$ cat src/design/fdc_regs_pkg.sv
// constants and types for the floppy host register block
package fdc_regs_pkg;
  // register port offsets
  localparam logic [2:0] OFS_DOR = 3'h2;
  localparam logic [2:0] OFS_MSR = 3'h4;
  localparam logic [2:0] OFS_DATA = 3'h5;
  localparam logic [2:0] OFS_DIR = 3'h7;
  // drive output register fields
  localparam int DOR_RST_BIT = 2;
  localparam int DOR_DMA_BIT = 3;
  // data-rate-select and rate control fields
  localparam int DSR_SRST_BIT = 7;
  localparam int DSR_PRE_LSB = 2;
  localparam int CCR_SKIP_PRECOMP_BIT_BIT = 2;
  // rate codes and reset values
  localparam logic [1:0] RATE_250K = 2'h2;
  localparam logic [1:0] RATE_300K = 2'h1;
  localparam logic [1:0] RATE_500K = 2'h0;
  localparam logic [1:0] RATE_1M = 2'h3;
  localparam logic [7:0] DOR_RST_VAL = 8'h00;
  localparam logic [2:0] PRE_RST_VAL = 3'h0;
  localparam logic [3:0] THR_RST_VAL = 4'h0;
  // buffer geometry
  localparam int BUF_DEPTH = 16;
  localparam logic [4:0] BUF_FULL = 5'h10;
  localparam logic [4:0] BUF_ONE = 5'h01;
  // non-burst request gap
  localparam int CLK_PS = 4000;
  localparam int GAP_PS = 350000;
  localparam int GAP_CYC = (GAP_PS + CLK_PS - 1) / CLK_PS;
  localparam logic [6:0] GAP_LAST = 7'(GAP_CYC - 1);
  // main state and disk input register fixed bits
  localparam logic [3:0] MSR_LOW = 4'h0;
  localparam logic [3:0] DIR_PS2_ONES = 4'hf;
  localparam logic [2:0] DIR_M30_ZERO = 3'h0;
  // compatibility modes of the status and rate registers
  typedef enum logic [1:0] {
    CM_AT = 2'h0,
    CM_PS2 = 2'h1,
    CM_M30 = 2'h3
  } compat_t;
  // phase reported by the command sequencer
  typedef enum logic [1:0] {
    PH_CMD = 2'h0,
    PH_EXEC = 2'h1,
    PH_RES = 2'h3
  } phase_t;
  // request engine states
  typedef enum logic [1:0] {
    RQ_IDLE = 2'h0,
    RQ_ON = 2'h1,
    RQ_GAP = 2'h3
  } req_st_t;
  // settings carried by the configure command
  typedef struct packed {
    logic fifo_on;
    logic lock;
    logic [3:0] buffer_trigger_level;
  } cfg_cmd_t;
  // settings carried by the mode command
  typedef struct packed {
    logic burst;
    logic rd_dis;
    logic wr_dis;
  } mode_cmd_t;
endpackage

$ cat src/design/floppy_host_data_rate_regs.sv
// host register block: data port with execution buffer, status and rate
`timescale 1ns/1ns
// Contract
// host checks request and direction flags before each command byte
// host checks request and direction flags before each result byte
// buffer serves execution bytes only; command and result bytes bypass
// buffer enable and trigger level come from the configure command
// soft reset keeps buffer enabled when locked, else disables it
// hardware reset disables buffer and zeroes trigger level
// buffer serves dma, interrupt and polled execution transfers
// burst mode holds request until the whole burst has moved
// non-burst mode drops request 350 ns between transfers
// mode command disables buffer separately for reads and writes
// host services request within (level+1)*8 rate periods minus 16
// disabled buffer acts as trigger level zero, request per byte
// first mode drives only bit 7, change input active high
// soft reset leaves the disk input status register alone
// change bit is invalid while powered down
// second mode reads ones in 6-3, rate in 2-1, change in 7
// second mode bit 0 low for 1M/500k, high for 300k/250k
// third mode: change low-active, zeros, dma gate, no-precomp, rate
// rate control is write-only, soft-reset proof, resets to 250k
// active rate follows the last rate write of either register
// software writes zeros to unused rate control bits
// third mode keeps no-precomp bit, shown in status bit 2
// rate codes 11,00,01,10 give 1M,500k,300k,250k
// direction flag 0 for host write, 1 for host read
// configuration input selects one of three compatibility modes
module floppy_host_data_rate_regs
  import fdc_regs_pkg::*;
(
  input wire logic clk,
  input wire logic arst_n,
  input wire logic [2:0] addr,
  input wire logic [7:0] wdata,
  input wire logic wr,
  input wire logic rd,
  output logic [7:0] rdata,
  output logic [7:0] rdata_oe_n,
  input wire compat_t compat_mode,
  input wire logic media_changed_input,
  input wire logic powered_down,
  input wire phase_t phase,
  input wire logic exec_to_host,
  input wire logic non_dma,
  input wire logic cfg_wr,
  input wire cfg_cmd_t cfg_cmd,
  input wire logic mode_wr,
  input wire mode_cmd_t mode_cmd,
  output logic [7:0] cmd_byte,
  output logic cmd_byte_valid,
  input wire logic [7:0] result_byte,
  input wire logic result_valid,
  output logic result_taken,
  input wire logic [7:0] disk_rd_byte,
  input wire logic disk_rd_valid,
  output logic [7:0] disk_wr_byte,
  output logic disk_wr_valid,
  input wire logic disk_wr_ready,
  output logic dma_req,
  output logic int_req,
  output logic overrun,
  output logic soft_reset,
  output logic [1:0] rate_sel,
  output logic [2:0] precomp_sel,
  output logic skip_precomp
);
  logic chg_meta_r, chg_r;
  logic [7:0] dor_r;
  logic [1:0] rate_r;
  logic [2:0] pre_r;
  logic skip_precomp_bit_r, srst_r;
  cfg_cmd_t cfg_r;
  mode_cmd_t mode_r;
  logic [7:0] mem_r [BUF_DEPTH];
  logic [3:0] wp_r, rp_r;
  logic [4:0] cnt_r;
  req_st_t req_r;
  logic [6:0] gap_r;
  logic req_out_r, dma_r, int_r;
  logic [7:0] rdata_r, oe_n_r, cmd_r, dwb_r;
  logic cmdv_r, taken_r, dwv_r, ovr_r;
  // decoded strobes and buffer bookkeeping
  logic wr_dor, wr_dsr, wr_ccr, wr_data, rd_data, exec, buf_on;
  logic [4:0] cap, thr1, space;
  logic [7:0] push_byte;
  logic push, pop, dense, soft_rst, host_xfer, want, drained, transfer_direction_flag, host_request_flag;

  // address decode of the plain register port
  assign wr_dor = wr & (addr == OFS_DOR);
  assign wr_dsr = wr & (addr == OFS_MSR);
  assign wr_ccr = wr & (addr == OFS_DIR);
  assign wr_data = wr & (addr == OFS_DATA);
  assign rd_data = rd & (addr == OFS_DATA);
  assign exec = (phase == PH_EXEC);
  // soft reset from the drive output level or the self-clearing rate bit
  assign soft_rst = ~dor_r[DOR_RST_BIT] | srst_r;

  // change input comes from a pin: two flops before use
  always_ff @(posedge clk or negedge arst_n) begin
    if (!arst_n) begin
      chg_meta_r <= 1'b0;
      chg_r <= 1'b0;
    end else begin
      chg_meta_r <= media_changed_input;
      chg_r <= chg_meta_r;
    end
  end

  // drive output register and the self-clearing soft reset bit
  always_ff @(posedge clk or negedge arst_n) begin
    if (!arst_n) begin
      dor_r <= DOR_RST_VAL;
      srst_r <= 1'b0;
    end else begin
      if (wr_dor) begin
        dor_r <= wdata;
      end
      srst_r <= wr_dsr & wdata[DSR_SRST_BIT];
    end
  end

  // rate state: only hardware reset touches it, soft reset is ignored
  // rate hardware reset
  // last write wins
  always_ff @(posedge clk or negedge arst_n) begin
    if (!arst_n) begin
      rate_r <= RATE_250K;
      pre_r <= PRE_RST_VAL;
      skip_precomp_bit_r <= 1'b0;
    end else if (wr_dsr) begin
      rate_r <= wdata[1:0];
      pre_r <= wdata[DSR_PRE_LSB +: 3];
    end else if (wr_ccr) begin
      // upper bits ignored
      rate_r <= wdata[1:0];
      // no-precomp kept in third mode
      if (compat_mode == CM_M30) begin
        skip_precomp_bit_r <= wdata[CCR_SKIP_PRECOMP_BIT_BIT];
      end
    end
  end

  // configure command settings
  // set by configure only
  // hardware reset defaults
  always_ff @(posedge clk or negedge arst_n) begin
    if (!arst_n) begin
      cfg_r.fifo_on <= 1'b0;
      cfg_r.lock <= 1'b0;
      cfg_r.buffer_trigger_level <= THR_RST_VAL;
    end else if (cfg_wr) begin
      cfg_r <= cfg_cmd;
    end else if (soft_rst && !cfg_r.lock) begin
      // unlocked soft reset disables
      cfg_r.fifo_on <= 1'b0;
    end
  end

  // mode command settings
  // per-direction disable
  always_ff @(posedge clk or negedge arst_n) begin
    if (!arst_n) begin
      mode_r <= '0;
    end else if (mode_wr) begin
      mode_r <= mode_cmd;
    end
  end

  // effective capacity and trigger level for the current direction
  // direction gate
  // disabled acts as level zero
  // level sets host latency
  assign buf_on = cfg_r.fifo_on &
                  ~(exec_to_host ? mode_r.rd_dis : mode_r.wr_dis);
  assign cap = buf_on ? BUF_FULL : BUF_ONE;
  assign thr1 = buf_on ? (5'(cfg_r.buffer_trigger_level) + BUF_ONE) : BUF_ONE;
  assign space = cap - cnt_r;

  // buffer traffic, only ever during execution
  // execution bytes only
  // any host transfer style
  assign host_xfer = exec & (exec_to_host ? rd_data : wr_data);
  assign push = exec & (exec_to_host ? (disk_rd_valid && space != 5'h0)
                                     : (wr_data && space != 5'h0));
  assign push_byte = exec_to_host ? disk_rd_byte : wdata;
  assign pop = exec & (exec_to_host ? (rd_data && cnt_r != 5'h0)
                                    : (!dwv_r && cnt_r != 5'h0));

  // storage entries, written at the write pointer
  generate
    for (genvar i = 0; i < BUF_DEPTH; i++) begin : g_ent
      always_ff @(posedge clk or negedge arst_n) begin
        if (!arst_n) begin
          mem_r[i] <= 8'h00;
        end else if (push && wp_r == 4'(i)) begin
          mem_r[i] <= push_byte;
        end
      end
    end
  endgenerate

  // pointers and fill count; flushed outside execution and on soft reset
  always_ff @(posedge clk or negedge arst_n) begin
    if (!arst_n) begin
      wp_r <= 4'h0;
      rp_r <= 4'h0;
      cnt_r <= 5'h00;
    end else if (!exec || soft_rst) begin
      wp_r <= 4'h0;
      rp_r <= 4'h0;
      cnt_r <= 5'h00;
    end else begin
      if (push) begin
        wp_r <= wp_r + 4'h1;
      end
      if (pop) begin
        rp_r <= rp_r + 4'h1;
      end
      cnt_r <= cnt_r + 5'(push) - 5'(pop);
    end
  end

  // overrun: disk byte arrived with no room; held until phase ends or soft reset
  // the flag sets over a clear in the same cycle
  always_ff @(posedge clk or negedge arst_n) begin
    if (!arst_n) begin
      ovr_r <= 1'b0;
    end else if (exec && exec_to_host && disk_rd_valid &&
                 space == 5'h0) begin
      ovr_r <= 1'b1;
    end else if (!exec || soft_rst) begin
      ovr_r <= 1'b0;
    end
  end

  // byte toward the disk: held until the disk takes it
  always_ff @(posedge clk or negedge arst_n) begin
    if (!arst_n) begin
      dwb_r <= 8'h00;
      dwv_r <= 1'b0;
    end else if (!exec || exec_to_host || soft_rst) begin
      dwv_r <= 1'b0;
    end else if (dwv_r) begin
      dwv_r <= ~disk_wr_ready;
    end else if (pop) begin
      dwb_r <= mem_r[rp_r];
      dwv_r <= 1'b1;
    end
  end

  // request raised at the trigger level, dropped when the burst is done
  assign want = exec_to_host ? (cnt_r >= thr1) : (space >= thr1);
  assign drained = exec_to_host ? (cnt_r == 5'h0) : (space == 5'h0);

  // request engine; the gap counter trades a few flops for exact timing
  always_ff @(posedge clk or negedge arst_n) begin
    if (!arst_n) begin
      req_r <= RQ_IDLE;
      gap_r <= 7'h00;
    end else if (!exec || soft_rst) begin
      req_r <= RQ_IDLE;
      gap_r <= 7'h00;
    end else begin
      unique case (req_r)
        RQ_IDLE: begin
          if (want) begin
            req_r <= RQ_ON;
          end
        end
        RQ_ON: begin
          // drop between transfers
          if (!mode_r.burst && host_xfer) begin
            req_r <= RQ_GAP;
            gap_r <= 7'h00;
          // burst holds to the end
          end else if (drained) begin
            req_r <= RQ_IDLE;
          end
        end
        RQ_GAP: begin
          if (gap_r == GAP_LAST) begin
            req_r <= RQ_IDLE;
          end else begin
            gap_r <= gap_r + 7'h01;
          end
        end
      endcase
    end
  end

  // route the request to the dma line or the interrupt line
  // dma or interrupt request
  always_ff @(posedge clk or negedge arst_n) begin
    if (!arst_n) begin
      req_out_r <= 1'b0;
      dma_r <= 1'b0;
      int_r <= 1'b0;
    end else begin
      req_out_r <= (req_r == RQ_ON) & exec & ~soft_rst;
      dma_r <= (req_r == RQ_ON) & exec & ~soft_rst & ~non_dma &
               dor_r[DOR_DMA_BIT];
      int_r <= (req_r == RQ_ON) & exec & ~soft_rst & non_dma;
    end
  end

  // command bytes go straight to the sequencer, no buffering
  // command bypass
  always_ff @(posedge clk or negedge arst_n) begin
    if (!arst_n) begin
      cmd_r <= 8'h00;
      cmdv_r <= 1'b0;
      taken_r <= 1'b0;
    end else begin
      cmdv_r <= wr_data & (phase == PH_CMD);
      if (wr_data && phase == PH_CMD) begin
        cmd_r <= wdata;
      end
      // result bypass
      taken_r <= rd_data & (phase == PH_RES) & result_valid;
    end
  end

  // status flags
  // direction flag
  assign transfer_direction_flag = (phase == PH_RES) | (exec & exec_to_host);
  assign host_request_flag = (phase == PH_CMD) ? ~cmdv_r :
               (phase == PH_RES) ? result_valid :
               (non_dma ? req_out_r : 1'b0);
  // density bit
  // rate code meaning
  assign dense = (rate_r == RATE_300K) | (rate_r == RATE_250K);

  // read data, one cycle after the strobe; unmapped reads give zero
  // mode picks the layout
  always_ff @(posedge clk or negedge arst_n) begin
    if (!arst_n) begin
      rdata_r <= 8'h00;
      oe_n_r <= 8'hff;
    end else if (!rd) begin
      rdata_r <= 8'h00;
      oe_n_r <= 8'hff;
    end else begin
      oe_n_r <= 8'h00;
      unique case (addr)
        OFS_MSR: rdata_r <= {host_request_flag, transfer_direction_flag, exec & non_dma,
                             phase != PH_CMD, MSR_LOW};
        OFS_DATA: begin
          if (phase == PH_RES) begin
            rdata_r <= result_byte;
          end else if (exec && exec_to_host) begin
            rdata_r <= mem_r[rp_r];
          end else begin
            rdata_r <= 8'h00;
          end
        end
        // no soft reset state here
        // change bit not valid asleep
        OFS_DIR: begin
          unique case (compat_mode)
            CM_AT: begin
              // only bit 7 driven
              rdata_r <= {chg_r & ~powered_down, 7'h00};
              oe_n_r <= 8'h7f;
            end
            // second mode layout
            CM_PS2: rdata_r <= {chg_r & ~powered_down, DIR_PS2_ONES,
                                rate_r, dense};
            // third mode layout
            default: rdata_r <= {~chg_r & ~powered_down, DIR_M30_ZERO,
                                 dor_r[DOR_DMA_BIT], skip_precomp_bit_r, rate_r};
          endcase
        end
        default: rdata_r <= 8'h00;
      endcase
    end
  end

  // all outputs straight from flops
  assign rdata = rdata_r;
  assign rdata_oe_n = oe_n_r;
  assign cmd_byte = cmd_r;
  assign cmd_byte_valid = cmdv_r;
  assign result_taken = taken_r;
  assign disk_wr_byte = dwb_r;
  assign disk_wr_valid = dwv_r;
  assign dma_req = dma_r;
  assign int_req = int_r;
  assign overrun = ovr_r;
  assign soft_reset = srst_r;
  assign rate_sel = rate_r;
  assign precomp_sel = pre_r;
  assign skip_precomp = skip_precomp_bit_r;
endmodule // floppy_host_data_rate_regs

$ cat config.mk
export PLATFORM = sky130hd
export DESIGN_NAME = floppy_host_data_rate_regs
export DESIGN_NICKNAME = d
export VERILOG_FILES = /design/src/design/fdc_regs_pkg.sv /design/src/design/floppy_host_data_rate_regs.sv
export SDC_FILE = /design/constraint.sdc
export NUM_CORES = 1
export LEC_CHECK = 0
export ABC_AREA = 1
export BUFFER_PORTS_ARGS = -buffer_cell sky130_fd_sc_hd__buf_2
export CORE_ASPECT_RATIO = 1.5
export CORE_MARGIN = 5
export CORE_UTILIZATION = 38
export DETAILED_ROUTE_END_ITERATION = 10
export PLACE_DENSITY = 0.55
export SYNTH_ARGS = -nofsm -noshare
export SYNTH_HDL_FRONTEND = slang
export SYNTH_SLANG_ARGS = --single-unit
export TNS_END_PERCENT = 50
$ cat constraint.sdc
create_clock -name clk -period 3.4 [get_ports clk]
set_input_delay 0.51 -clock clk [delete_from_list [all_inputs] [get_ports clk]]
set_output_delay 0.51 -clock clk [all_outputs]
set_load 0.05 [all_outputs]
After elaboration in Yosys (flattened, before gate mapping)
Index checks and enable logic that the tools add are counted.
Widths: inputs -> output; s select.
- bits in registers: 211
- logic and storage cells: 224
- equality and inequality tests: 33
- add/sub/neg operators: 7
- order comparisons: 3
- multiplexer cells: 47
- bitwise gates (word level): 37
- reduce and logical (&&, ||, !) cells: 52
- operators with widths (cell ; number):
    $mux 8 ; 7
    $mux 7 ; 5
    $bmux 8 s4 ; 1
    $eq 4x4->1 const B ; 8
    $logic_and 1x1->1 ; 26
    $pmux 8 s3 ; 1
    $and 1x1->1 ; 22
    $eq 4x3->1 const B ; 4
    $mux 1 ; 16
    $mux 4 ; 4
    $pmux 8 s2 ; 1
    $mux 5 ; 3
    $mux 2 ; 7
    $pmux 7 s2 ; 1
    $ne 3x3->1 const B ; 4
    $reduce_and 3->1 ; 4
    $reduce_bool 2->1 ; 6
    $not 1->1 ; 11
    $ge 5x5->1 ; 2
    $logic_not 5->1 ; 2
    $reduce_bool 5->1 ; 2
    $eq 3x3->1 const B ; 3
    $add 4x1->4 const B ; 2
    $eq 2x1->1 const B ; 4
    other kinds (20) ; 33

Logic depth before layout (Yosys ltp)
Gate-level depths: netlist of run 1.
- depth in word-level cells: 12
- depth in mapped cells: 25

Worst setup path after synthesis of run 1
No wires, ideal clock.
- path type: input-to-reg
- from: in exec_to_host
- to: reg cnt_r[4]
- setup time: 0.132 ns
- setup slack: 0.023 ns
- data required time: 3.268 ns
- arrival: 3.245 ns
- path buffers: 1
- stages: 23
- cell sequence: buf_6 nand2_2 inv_1 nor2_1 nand2_1 inv_2 ha_1 inv_2 ha_1 xor2_1 nand3b_1 nor2_1 nand2_4 nand2_8 ha_1 inv_1 ha_1 inv_1 fa_1 o21bai_1 a21oi_1 xor2_1 nor2_1
- cells in the longest elaborated chain, start to end: 12
- elaborated cells between the ends (all ways): 15
- those cells by class: add/sub: 3; mux: 5; bitwise: 4; reduce/logical: 3
- RTL lines (element ; RTL line ; RTL):
    start: declaration ; floppy_host_data_rate_regs.sv:44 ; input wire logic exec_to_host,
    $mux 1 ; floppy_host_data_rate_regs.sv:175 ; ~(exec_to_host ? mode_r.rd_dis : mode_r.wr_dis);
    $not 1->1 ; floppy_host_data_rate_regs.sv:175 ;
    $and 1x1->1 ; floppy_host_data_rate_regs.sv:174 ; assign buf_on = cfg_r.fifo_on &
    $mux 5 ; floppy_host_data_rate_regs.sv:176 ; assign cap = buf_on ? BUF_FULL : BUF_ONE;
    $sub 5x5->5 ; floppy_host_data_rate_regs.sv:178 ; assign space = cap - cnt_r;
    $reduce_bool 5->1 ; floppy_host_data_rate_regs.sv:184, floppy_host_data_rate_regs.sv:185 ;
    $logic_and 1x1->1 (on tied branches) ; floppy_host_data_rate_regs.sv:185, floppy_host_data_rate_regs.sv:184 ;
    $mux 1 ; floppy_host_data_rate_regs.sv:184 ; assign push = exec & (exec_to_host ? (disk_rd_valid && space != 5'h0)
    $and 1x1->1 ; floppy_host_data_rate_regs.sv:184 ;
    $add 5x1->5 ; floppy_host_data_rate_regs.sv:220 ; cnt_r <= cnt_r + 5'(push) - 5'(pop);
    $sub 5x1->5 * ; floppy_host_data_rate_regs.sv:220 ;
    $mux 5 * ; floppy_host_data_rate_regs.sv:209 ; end else if (!exec || soft_rst) begin
    end signal: assignment ; floppy_host_data_rate_regs.sv:220 ;
    end: declaration ; floppy_host_data_rate_regs.sv:77 ; logic [4:0] cnt_r;
Every way passes the cells marked *; elsewhere a longest branch is shown, timed or not.
A chain may end at the register's enable or synchronous reset.

Worst setup path in the final report of run 1
- from: reg mode_r[1] in the netlist's numbering
- to: reg cnt_r[4]
- cells in the longest elaborated chain, start to end: 12
- elaborated cells between the ends (all ways): 13
- those cells by class: add/sub: 3; mux: 4; bitwise: 3; reduce/logical: 3
- RTL lines (element ; RTL line ; RTL):
    start: declaration ; floppy_host_data_rate_regs.sv:74 ; mode_cmd_t mode_r;
    start signal: assignment ; floppy_host_data_rate_regs.sv:166 ; mode_r <= mode_cmd;
    $mux 1 * ; floppy_host_data_rate_regs.sv:175 ;
    $not 1->1 * ; floppy_host_data_rate_regs.sv:175 ;
    $and 1x1->1 * ; floppy_host_data_rate_regs.sv:174 ;
    $mux 5 * ; floppy_host_data_rate_regs.sv:176 ;
    $sub 5x5->5 * ; floppy_host_data_rate_regs.sv:178 ;
    $reduce_bool 5->1 * ; floppy_host_data_rate_regs.sv:184, floppy_host_data_rate_regs.sv:185 ;
    $logic_and 1x1->1 (on tied branches) ; floppy_host_data_rate_regs.sv:185, floppy_host_data_rate_regs.sv:184 ;
    $mux 1 * ; floppy_host_data_rate_regs.sv:184 ;
    $and 1x1->1 * ; floppy_host_data_rate_regs.sv:184 ;
    $add 5x1->5 * ; floppy_host_data_rate_regs.sv:220 ;
    $sub 5x1->5 * ; floppy_host_data_rate_regs.sv:220 ;
    $mux 5 * ; floppy_host_data_rate_regs.sv:209 ;
Marks and branches as above.

==> summary by stage, run 1 <==
Die
The boundary pin count is 98. The floorplan step defined a die boundary enclosing 32,200 um2. Once the floorplan was initialized, standard cells occupied 38.2% of the core. The initialized floorplan defines 76 standard-cell rows. The die is 148 um wide. The standard cell core area is 28,500 um2. The overall die height is 217 um.

Placement
Summed over all nets, the half-perimeter wirelength after detailed placement is 20,500 um. Buffers placed on the I/O ports in this run total 97. The placed instance area is 11,700 um2. The placer's final routability congestion estimate is 0.869.

Pwr
The worst voltage drop across the vdd grid is 355 uV. The power density normalized to cell area is 455 nW/um2. The leakage power is 0.00621 uW. The total power consumption of the routed design is 5650 uW.

Timing
Setup violations remaining at the end of the flow were counted as 0. The portion of the clock cycle consumed by the worst path in the final layout is 90.6%. The final max-slew violation count came to 0. The final number of hold-violating endpoints is 0. Setup repair after global routing left no endpoint under its margin. After layout, the minimum clock period comes to 3.08 ns. The tightest hold path in the finished design has a slack of 0.0278 ns. The slew at the pin closest to its max-slew limit is 0.813 ns. The worst clock skew is 0.00857 ns. The upper clock frequency limit is 325 MHz. Measured against its own limit, the worst slew margin works out to 45.8%.

Clock network
The clock latency of the later-clocked register in the worst-skew pair is 0.51 ns. The buffers inserted during post-CTS setup optimization is 0. The clock input transition at the sequential cells of the worst setup and hold paths is 0.06 ns.

Counting the buffers created by CTS gives 22. The clock passes through at most 3 buffers. The clock tree root buffer cell is sky130_fd_sc_hd__clkbuf_16. Counting every sink on the clock net gives 203. The clock tree from TritonCTS is built. In this run the number of H-tree levels came out at 1.

Yosys
During synthesis, Yosys emitted a total of 0 warnings. The post-synthesis instance area is 10,900 um2. The post-synthesis area per instance is 8.20 um2. In the post-synthesis netlist, the biggest area contributors are sky130_fd_sc_hd__dfrtp_1, sky130_fd_sc_hd__nand2_1, sky130_fd_sc_hd__o21ai_2, sky130_fd_sc_hd__nand3_1, sky130_fd_sc_hd__inv_1. The biggest area contributor in the post-synthesis netlist is sky130_fd_sc_hd__dfrtp_1. The number of nets in the synthesized netlist is 1,408. In this run the biggest area consumer among cell types represents 46.0% of the synthesized area. Sequential cells were found to cover 46.7% of the synthesized design area. Counting distinct cell types in the post-synthesis netlist gives 41. Synthesis handed over a netlist of 1,328 instances. The flip-flop and latch count after synthesis is 203.

Worst setup path
In this run the register-to-register setup slack is 0.32 ns. The arrival time of data at the critical path endpoint is 3.48 ns. The worst register-to-register path ends at cnt_r[4]$_DFF_PN0_. The critical path data required time is 3.80 ns.

The kind of critical path is reg2reg. The endpoint type of the worst setup path is a flop. The worst register-to-register path has a depth of 24. STA classifies the critical path startpoint as a flop.

In this run the worst path has a maximum fanout of 3. The reg-to-reg critical path startpoint is mode_r[1]$_DFFE_PN0P_.

Finish
The fraction of layout cells with a size suffix above 1 is 21.5%. Once layout is done, the placed cells without fillers occupy 12,400 um2. The synthesis-to-finish area growth is 14.0%. The count of nets after finishing is 1,494. The number of antenna cells inserted is 0.

Global route
The number of antenna violations at the first check in global routing is 0. The largest net degree at the start of global routing is 87. The via count of the first global-routing pass is 8,860. In the global route stage, overall resource usage came out at 18.6%. For this run the aggregate overflow at the end of global routing stands at 0.

The first global-routing pass estimated 47,800 um of wire.

Status
The run finished with clean final reports.

Job
The count of maximum capacitance violations is 0.

Detailed routing
Dividing the detail-routed wire length by the instance count gives 16.5 um. The initial detailed-routing violation count is 435. The final route contains 8,663 vias. Summed over all layers, the routed wires come to 29,500 um. The number of detailed-route iterations in the first pass is 5.

The via density per instance is 4.86. The remaining routing DRC violations is 0. The antenna violation net count after detailed routing is 0.

Worst hold path
The type of the most critical hold path is in2async.
-- cell usage after synthesis, drive strengths merged --
| library cell | n |
|---|---|
| clkbuf | 11 |
| a32oi | 3 |
| o21a | 3 |
| o31ai | 1 |
| clkinv | 3 |
| ha | 26 |
| fa | 1 |
| o21bai | 1 |
| o41ai | 2 |
| o21ai | 179 |
| nand3 | 126 |
| dfstp | 3 |
| xor2 | 6 |
| nor3 | 11 |
| xnor2 | 1 |
| buf | 52 |
| nand3b | 2 |
| mux2 | 3 |
| a21o | 1 |
| nand2 | 445 |
| nor4 | 1 |
| a31oi | 2 |
| o22a | 1 |
| inv | 167 |
| a21oi | 23 |
| dfrtp | 200 |
| nor2 | 49 |
| nand4 | 5 |
-- state kept, by name, summed over array words and instances, names as in the netlist, 2 cells and up --
register and flops:
cnt_r 5, mode_r 3, rp_r 4, cmd_byte 8, disk_wr_byte 8, rate_sel 2
req_r 2, gap_r 7, wp_r 4, rdata_oe_n 2, rdata 8, dor_r 2
mem_r 128, cfg_r 6, precomp_sel 3
-- timing repair --
item                       in CTS  in global routing
setup endpoints to repair       0                  1
hold buffers                    0                  0
gates resized for setup         0                  2
-- kinds of logic after synthesis --
group	after synthesis	synth area share [%]
adders and majority gates	27	3.17
AOI/OAI and AO/OA	216	13.2
xor gates and xnor gates	7	0.563
muxes	3	0.310
buffers and inverters	233	9.67
DFF	203	46.7
and+or+nand+nor	639	26.4
-- placed cells by master, fill, tap and decap left out, types with 5 or more instances in the layout --
cell type	instances
sky130_fd_sc_hd__nand3_1	118
sky130_fd_sc_hd__o21ai_0	42
sky130_fd_sc_hd__inv_1	154
sky130_fd_sc_hd__o21ai_1	44
sky130_fd_sc_hd__clkbuf_16	23
sky130_fd_sc_hd__ha_1	26
sky130_fd_sc_hd__buf_2	96
sky130_fd_sc_hd__inv_2	12
sky130_fd_sc_hd__clkbuf_1	5
sky130_fd_sc_hd__o21ai_2	93
sky130_fd_sc_hd__nand2_2	9
sky130_fd_sc_hd__nand4_1	5
sky130_fd_sc_hd__buf_4	25
sky130_fd_sc_hd__nor2_1	44
sky130_fd_sc_hd__nand3_4	8
sky130_fd_sc_hd__a21oi_1	23
sky130_fd_sc_hd__nand2_4	9
sky130_fd_sc_hd__nor3_1	11
sky130_fd_sc_hd__nand2_1	426
sky130_fd_sc_hd__xor2_1	6
sky130_fd_sc_hd__dfrtp_1	199
sky130_fd_sc_hd__clkbuf_8	8
-- worst max path at each step --
| stage | from | end | slack (ns) | cells past startpoint |
|---|---|---|---|---|
| floorplan | exec_to_host | cnt_r[4]$_DFF_PN0_ | 0.02 | 23 |
| global placement | exec_to_host | cnt_r[4]$_DFF_PN0_ | 0.04 | 22 |
| detailed placement | exec_to_host | cnt_r[4]$_DFF_PN0_ | -0.02 | 23 |
| CTS | mode_r[1]$_DFFE_PN0P_ | cnt_r[4]$_DFF_PN0_ | 0.21 | 22 |
| global route | mode_r[1]$_DFFE_PN0P_ | cnt_r[4]$_DFF_PN0_ | 0.06 | 24 |
| finish | mode_r[1]$_DFFE_PN0P_ | cnt_r[4]$_DFF_PN0_ | 0.32 | 24 |
-- per-stage QoR --
step	worst slack [ns]	instances	utilization, %	setup TNS (ns)
global placement	0.0387	1741	41.0	0
finish	0.320	1781	43.5	0
CTS	0.211	1781	43.5	0
detailed placement	-0.0241	1741	41.0	-0.0241
global route	0.0572	1781	43.5	0
floorplan	0.0226	1328	-	0
-- where the power goes --
group / total [uW] / leakage (uW) / internal [uW] / switching [uW]
combinational: 711 / 0.00309 / 184 / 527
clock: 2400 / 0.000355 / 1390 / 1000
sequential: 2540 / 0.00277 / 2500 / 48.1
total: 5650 / 0.00621 / 4070 / 1580
-- layout make-up --
class / instances / area [um2]
clock inverter: 5 / 27.5
timing repair buffer: 125 / 742
clock buffer: 35 / 691
inverter: 170 / 646
fill: 2903 / 16100
multi-input combinational: 892 / 4790
tap: 351 / 439
sequential: 203 / 5080
-- per-layer routing --
layer	wire (um)	global-route usage, %	up-vias
met5	0	0	-
met4	1120	7.73	0
met3	903	2.25	49
met2	15600	34.0	130
met1	11900	21.9	4100
li1	-	-	4384
-- critical path: stages (launching register included) --
cell	delay, ns
sky130_fd_sc_hd__dfrtp_1	0.39
sky130_fd_sc_hd__nand2_2	0.06
sky130_fd_sc_hd__inv_1	0.03
sky130_fd_sc_hd__nor2_1	0.09
sky130_fd_sc_hd__nand2_1	0.09
sky130_fd_sc_hd__inv_2	0.06
sky130_fd_sc_hd__ha_1	0.14
sky130_fd_sc_hd__inv_2	0.04
sky130_fd_sc_hd__ha_1	0.19
sky130_fd_sc_hd__nand2_1	0.08
sky130_fd_sc_hd__xor2_1	0.18
sky130_fd_sc_hd__inv_1	0.07
sky130_fd_sc_hd__nand2_2	0.07
sky130_fd_sc_hd__nand2_2	0.07
sky130_fd_sc_hd__nand2_4	0.09
sky130_fd_sc_hd__nand2_8	0.05
sky130_fd_sc_hd__ha_1	0.26
sky130_fd_sc_hd__inv_1	0.05
sky130_fd_sc_hd__ha_1	0.15
sky130_fd_sc_hd__inv_1	0.06
sky130_fd_sc_hd__fa_2	0.34
sky130_fd_sc_hd__o21bai_1	0.15
sky130_fd_sc_hd__a21oi_1	0.09
sky130_fd_sc_hd__xor2_1	0.13
sky130_fd_sc_hd__nor2_1	0.05
(Power assumes the default switching activity.)
==> inputs of run 2 (changes only) <==
--- a/config.mk
+++ b/config.mk
@@ -7,11 +7,13 @@
 export LEC_CHECK = 0
 export ABC_AREA = 1
 export BUFFER_PORTS_ARGS = -buffer_cell sky130_fd_sc_hd__buf_2
-export CORE_ASPECT_RATIO = 1.5
+export CELL_PAD_IN_SITES_DETAIL_PLACEMENT = 0
+export CELL_PAD_IN_SITES_GLOBAL_PLACEMENT = 1
 export CORE_MARGIN = 5
 export CORE_UTILIZATION = 38
 export DETAILED_ROUTE_END_ITERATION = 10
-export PLACE_DENSITY = 0.55
+export PLACE_DENSITY = 0.7
+export REMOVE_ABC_BUFFERS = 1
 export SYNTH_ARGS = -nofsm -noshare
 export SYNTH_HDL_FRONTEND = slang
 export SYNTH_SLANG_ARGS = --single-unit
==> summary by stage, run 2 (synthesized netlist as in run 1, its figures left out) <==
Clock network
The clock input transition at the sequential cells of the worst setup and hold paths is 0.06 ns (about the same). The total number of clock tree sinks is 203 (unchanged). The quantity of gates resized following cts is 0 (unchanged).

The buffers inserted during post-CTS setup optimization came to 0 (unchanged). The hold buffer count at CTS came to 0 (unchanged). The clock latency of the later-clocked register in the worst-skew pair is 0.53 ns (was 0.51 ns). The clock tree root buffer cell is sky130_fd_sc_hd__clkbuf_16 (unchanged). The H-tree depth was 1 (unchanged).

The maximum count of clock buffers along a single path was 3 (unchanged). The clock tree from TritonCTS is built (unchanged). The total CTS buffers is 25 (was 22).

Timing
The shortest clock period the worst path allows after layout is 3.10 ns (was 3.08 ns). The final number of hold-violating endpoints is 2 (was 0). The final max-slew violation count is 0 (unchanged). The worst clock skew is 0.0236 ns (was 0.00857 ns). The portion of the clock cycle consumed by the worst path in the final layout is 91.2% (was 90.6%).

The slew at the pin closest to its max-slew limit was 0.992 ns (was 0.813 ns). The final worst-path setup slack came to 0.299 ns (was 0.320 ns). The max-slew headroom at the worst pin was 33.8% (was 45.8%).

The upper clock frequency limit was 322 MHz (was 325 MHz). The final setup TNS was 0 ns (unchanged). The worst hold margin came to -0.00464 ns (was 0.0278 ns).

Setup repair after global routing missed its margin: false (unchanged). The number of endpoints failing setup at the final stage was 0 (unchanged).

Finish
The fraction of layout cells with a size suffix above 1 was 21.0% (was 21.5%). The most common cell after layout, fill and taps aside is sky130_fd_sc_hd__nand2_1 (unchanged). The area occupied by registers is 5080 um2 (unchanged). The register with the highest flop count is mem_r (unchanged). The total area of multi-input combinational cells is 4790 um2 (unchanged).

The number of standard cells in the layout, taps in and fillers out is 1,814 (was 1,781). The number of antenna cells inserted was 0 (unchanged). The flip-flop count of the largest register after layout is 128 (unchanged). The count of nets after finishing came to 1,494 (unchanged). Most used cells in the layout excluding fill and tap cells: sky130_fd_sc_hd__nand2_1, sky130_fd_sc_hd__dfrtp_1, sky130_fd_sc_hd__inv_1, sky130_fd_sc_hd__nand3_1, sky130_fd_sc_hd__buf_2 (unchanged).

The synthesis-to-finish area growth was 14.2% (was 14.0%). The fill cell instance count of the final layout is 2,942 (was 2,903).

Worst setup path
The library cell contributing the largest single delay on the critical path is sky130_fd_sc_hd__dfrtp_1 (unchanged). The endpoint type of the worst setup path is a flop (unchanged). The kind of cell with the highest combined delay on the critical path is adder cells (unchanged). The largest fanout of any net on the critical path is 3 (unchanged). The critical path data required time is 3.80 ns (about the same).

The kind of critical path is reg2reg (unchanged). The longest individual stage delay on the worst path came to 0.38 ns (was 0.39 ns). The arrival time of data at the critical path endpoint is 3.50 ns (was 3.48 ns).

The sum of buffers and inverters on the critical path is 6 (unchanged). List of cells traversed by the critical path: nand2_2 -> inv_1 -> nor2_1 -> nand2_1 -> inv_2 -> ha_1 -> inv_2 -> ha_1 -> nand2_1 -> xor2_1 -> inv_1 -> nand2_2 -> nand2_2 -> nand2_4 -> nand2_8 -> ha_1 -> inv_1 -> ha_1 -> inv_1 -> fa_2 -> o21bai_1 -> a21oi_1 -> xor2_1 -> nor2_1 (unchanged). The kind of launch point of the worst setup path was a flop (unchanged).

Die
The starting density of the core was 38.2% (about the same). The number of rows in the core area was 62 (was 76). The boundary pin count is 98 (unchanged). The overall die height is 179 um (was 217 um). The floorplan die width is 179 um (was 148 um). The area of the die is 32,100 um2 (was 32,200 um2). The standard cell core area is 28,500 um2 (about the same).

Detailed routing
The remaining routing DRC violations is 0 (unchanged). The routed length per instance came to 16.2 um (was 16.5 um). The total vias in the final route is 8,599 (was 8,663).

The via density per instance is 4.74 (was 4.86). The number of detailed-route iterations in the first pass is 4 (was 5). The antenna violation net count after detailed routing is 0 (unchanged).

The initial detailed-routing violation count was 532 (was 435). The post-detailed-routing wire length is 29,400 um (was 29,500 um).

Worst hold path
The type of the most critical hold path is in2async (unchanged).

Placement
The placed instance count is 1,771 (was 1,741). The placer's final routability congestion estimate is 0.804 (was 0.869). The number of port buffers is 97 (unchanged). The half-perimeter wire length after detailed placement is 20,100 um (was 20,500 um).

The pre-CTS setup slack is -0.0594 ns (was -0.0241 ns).

Global route
The number of antenna violations at the first check in global routing is 0 (unchanged). The overall overflow remaining after global route is 0 (unchanged). The largest net degree at the start of global routing is 85 (was 87).

The wire length of the first global-routing pass is 46,900 um (was 47,800 um). The global routing usage summed across all routing layers is 18.6% (about the same). The via count of the first global-routing pass is 8,249 (was 8,860).

Pwr
The worst voltage drop across the vdd grid is 366 uV (was 355 uV). The power density normalized to cell area is 457 nW/um2 (was 455 nW/um2). The leakage power is 0.00618 uW (was 0.00621 uW).

Status
The final reports fail on hold timing. Run status: complete, but fails checks (was finished, final reports clean).

Job
The count of maximum capacitance violations is 0 (unchanged).
-- run 2: cell type report --
type,count,area share (%)
Clock inverter,4,0.232
Sequential cell,203,40.9
Multi-Input combinational cell,892,38.5
Tap cell,384,3.87
Clock buffer,39,5.62
Inverter,170,5.19
Timing Repair Buffer,122,5.69
-- run 2: worst paths after layout --
kind,start,endpoint,slack [ns],cells past startpoint
setup / recovery,mode_r[1]$_DFFE_PN0P_,cnt_r[4]$_DFF_PN0_,0.30,24
hold reg to reg,chg_meta_r$_DFF_PN0_,chg_r$_DFF_PN0_,0.35,0
setup reg to reg,mode_r[1]$_DFFE_PN0P_,cnt_r[4]$_DFF_PN0_,0.30,24
max in group asynchronous,arst_n,rate_sel[1]$_DFFE_PN1P_,2.35,2
hold / removal,arst_n,mem_r[119]$_DFFE_PN0P_,-0.005,1
min in group clk,media_changed_input,chg_meta_r$_DFF_PN0_,0.12,1
-- run 2: metrics by stage --
stage | power [uW] | utilization [%] | cell area, um2
after global placement | 3300 | 41.1 | 11700
final | 5680 | 43.7 | 12400
after global routing | 5910 | 43.7 | 12400
after CTS | 5760 | 43.6 | 12400
after detailed placement | 3300 | 41.1 | 11700
after floorplan | 3000 | - | 10500
-- run 2: layer usage --
layer | GRT usage (%) | routed length [um]
met3 | 2.26 | 892
met5 | 0 | 0
met1 | 26.4 | 14000
met2 | 30.6 | 13900
met4 | 4.13 | 624
-- run 2: report_power, final --
part           internal, uW  switching [uW]
logic                   179             519
clock network          1400            1030
registers              2500            47.9
total                  4080            1600
==> inputs of run 3 (changes only) <==
--- a/config.mk
+++ b/config.mk
@@ -9,7 +9,6 @@
 export BUFFER_PORTS_ARGS = -buffer_cell sky130_fd_sc_hd__buf_2
 export CELL_PAD_IN_SITES_DETAIL_PLACEMENT = 0
 export CELL_PAD_IN_SITES_GLOBAL_PLACEMENT = 1
-export CORE_MARGIN = 5
 export CORE_UTILIZATION = 38
 export DETAILED_ROUTE_END_ITERATION = 10
 export PLACE_DENSITY = 0.7
==> constraint.sdc (replaced) <==
create_clock -name clk -period 3.4 [get_ports clk]
set_input_delay 0.51 -clock clk [delete_from_list [all_inputs] [get_ports clk]]
set_output_delay 0.51 -clock clk [all_outputs]
set_load 0.02 [all_outputs]
==> summary by stage, run 3 (synthesized netlist as in run 1, its figures left out) <==
Detailed routing
The number of detailed-route iterations in the first pass is 5 (was 4). The routed length per instance is 16.3 um (was 16.2 um). The via density per instance is 4.75 (was 4.74).

The remaining routing DRC violations was 0 (unchanged). The post-detailed-routing wire length is 29,600 um (was 29,400 um). The antenna violation net count after detailed routing is 0 (unchanged). The initial detailed-routing violation count was 666 (was 532). The total vias in the final route is 8,614 (was 8,599).

Die
The boundary pin count was 98 (unchanged). The floorplan die width was 171 um (was 179 um). The starting density of the core is 38.9% (was 38.2%). The area of the die is 29,300 um2 (was 32,100 um2). The standard cell core area is 28,000 um2 (was 28,500 um2).

The number of rows in the core area is 61 (was 62). The overall die height is 171 um (was 179 um).

Timing
The number of endpoints failing setup at the final stage came to 0 (unchanged). The portion of the clock cycle consumed by the worst path in the final layout is 89.6% (was 91.2%). Setup repair after global routing missed its margin: false (unchanged). The final worst-path setup slack is 0.353 ns (was 0.299 ns). The final number of hold-violating endpoints is 0 (was 2).

The slew at the pin closest to its max-slew limit is 0.863 ns (was 0.992 ns). The upper clock frequency limit is 328 MHz (was 322 MHz). The shortest clock period the worst path allows after layout is 3.05 ns (was 3.10 ns). The final max-slew violation count was 0 (unchanged). The max-slew headroom at the worst pin was 42.4% (was 33.8%). The worst clock skew is 0.0194 ns (was 0.0236 ns).

Clock network
The clock tree from TritonCTS is built (unchanged). The total number of clock tree sinks came to 203 (unchanged). The clock latency of the later-clocked register in the worst-skew pair is 0.54 ns (was 0.53 ns). The total CTS buffers is 25 (unchanged).

The maximum count of clock buffers along a single path is 3 (unchanged). The H-tree depth is 1 (unchanged). The clock tree root buffer cell is sky130_fd_sc_hd__clkbuf_16 (unchanged). The clock input transition at the sequential cells of the worst setup and hold paths is 0.06 ns (about the same).

Worst setup path
The length in cells of the worst reg-to-reg path came to 24 (unchanged). The longest individual stage delay on the worst path is 0.39 ns (was 0.38 ns). The number of logic stages on the critical path including buffering is 24 (unchanged).

The critical path data required time is 3.82 ns (was 3.80 ns). The library cell contributing the largest single delay on the critical path is sky130_fd_sc_hd__dfrtp_1 (unchanged). List of cells traversed by the critical path: nand2_2 -> inv_1 -> nor2_1 -> nand2_1 -> inv_2 -> ha_1 -> inv_2 -> ha_1 -> nand2_1 -> xor2_1 -> inv_1 -> nand2_2 -> nand2_2 -> nand2_4 -> nand2_8 -> ha_1 -> inv_1 -> ha_1 -> inv_1 -> fa_2 -> o21bai_1 -> a21oi_1 -> xor2_1 -> nor2_1 (unchanged). The sum of buffers and inverters on the critical path came to 6 (unchanged).

The endpoint type of the worst setup path is a flop (unchanged). The kind of cell with the highest combined delay on the critical path is adder cells (unchanged). The kind of critical path was reg2reg (unchanged).

The arrival time of data at the critical path endpoint was 3.46 ns (was 3.50 ns). The largest fanout of any net on the critical path is 2 (was 3). The capture instance of the worst register-to-register path is cnt_r[4]$_DFF_PN0_ (unchanged). The reg-to-reg critical path startpoint is mode_r[1]$_DFFE_PN0P_ (unchanged). The kind of launch point of the worst setup path is a flop (unchanged).

The register-to-register setup slack was 0.35 ns (was 0.30 ns).

Placement
The placed instance count is 1,768 (was 1,771). The number of port buffers is 97 (unchanged). The half-perimeter wire length after detailed placement is 19,800 um (was 20,100 um).

The placer's final routability congestion estimate was 0.820 (was 0.804). The pre-CTS setup slack is -0.0208 ns (was -0.0594 ns).

Finish
The flip-flop count of the largest register after layout came to 128 (unchanged). The fraction of layout cells with a size suffix above 1 was 21.9% (was 21.0%). The number of standard cells in the layout, taps in and fillers out was 1,814 (unchanged).

The count of nets after finishing was 1,497 (was 1,494). The register with the highest flop count was mem_r (unchanged). The synthesis-to-finish area growth is 15.8% (was 14.2%). The fill cell instance count of the final layout came to 2,858 (was 2,942). The number of antenna cells inserted is 0 (unchanged). The most common cell after layout, fill and taps aside is sky130_fd_sc_hd__nand2_1 (unchanged). The final core utilization is 45.0% (was 43.7%). Most used cells in the layout excluding fill and tap cells: sky130_fd_sc_hd__nand2_1, sky130_fd_sc_hd__dfrtp_1, sky130_fd_sc_hd__inv_1, sky130_fd_sc_hd__nand3_1, sky130_fd_sc_hd__buf_2 (unchanged).

Global route
The overall overflow remaining after global route is 0 (unchanged). The number of antenna violations at the first check in global routing was 0 (unchanged). The wire length of the first global-routing pass came to 47,000 um (was 46,900 um).

The met2 layer usage reported by global route is 32.3% (was 30.6%). The global-route met1 utilization was 30.3% (was 26.4%). The global routing usage summed across all routing layers came to 20.7% (was 18.6%).

The largest net degree at the start of global routing is 91 (was 85). The global routing met3 resource utilization is 2.76% (was 2.26%). The busiest layer in global routing is met2 (unchanged). The via count of the first global-routing pass is 8,339 (was 8,249).

Worst hold path
The type of the most critical hold path is in2async (unchanged).

Pwr
The leakage power is 0.00630 uW (was 0.00618 uW). The power density normalized to cell area is 475 nW/um2 (was 457 nW/um2). The worst voltage drop across the vdd grid was 417 uV (was 366 uV).

Job
The count of maximum capacitance violations is 0 (unchanged).

Status
Run status: finished, final reports clean (was complete, but fails checks).
==> run 3: final cells by class <==
class	instances	area, um2	share of cell area [%]
Multi-Input combinational cell	892	4790	38.0
Tap cell	378	473	3.75
Clock buffer	37	751	5.95
Sequential cell	203	5080	40.3
Timing Repair Buffer	125	729	5.79
Inverter	170	646	5.12
Clock inverter	9	139	1.10
==> run 3: power breakdown <==
group	internal [uW]	switching, uW	total [uW]
Clock	1760	1080	2840
Combinational	183	418	601
Sequential	2500	49.8	2550
Total	4440	1550	5990
==> run 3: worst max-delay path by stage <==
stage / from / endpoint / slack (ns)
2_1_floorplan: exec_to_host / cnt_r[4]$_DFF_PN0_ / 0.15
4_1_cts: mode_r[1]$_DFFE_PN0P_ / cnt_r[4]$_DFF_PN0_ / 0.20
5_1_grt: mode_r[1]$_DFFE_PN0P_ / cnt_r[4]$_DFF_PN0_ / 0.03
3_3_place_gp: exec_to_host / cnt_r[4]$_DFF_PN0_ / 0.05
3_5_place_dp: exec_to_host / cnt_r[4]$_DFF_PN0_ / -0.02
6_report: mode_r[1]$_DFFE_PN0P_ / cnt_r[4]$_DFF_PN0_ / 0.35
==> run 3: stage by stage <==
stage / total power, uW / setup TNS, ns / area (um2) / hold WS [ns]
final: 5990 / 0 / 12600 / 0.0172
after global routing: 6230 / 0 / 12600 / 0.0552
after CTS: 6060 / 0 / 12600 / 0.0504
after detailed placement: 3210 / -0.0208 / 11700 / 0.339
after global placement: 3200 / 0 / 11700 / 0.341
after floorplan: 2900 / 0 / 10500 / 0.214
==> run 3: layer usage <==
metal	vias to the layer above	share of wire, %
met5	-	0
met2	116	45
li1	4409	-
met3	30	3.3
met1	4059	50
met4	0	1.7
==> run 3: what timing repair did <==
action                                  4_1_cts  5_1_grt
hold buffers                                  0        0
buffers inserted                              0        0
endpoints found under the setup margin        0        1
gates resized for setup                       0        2
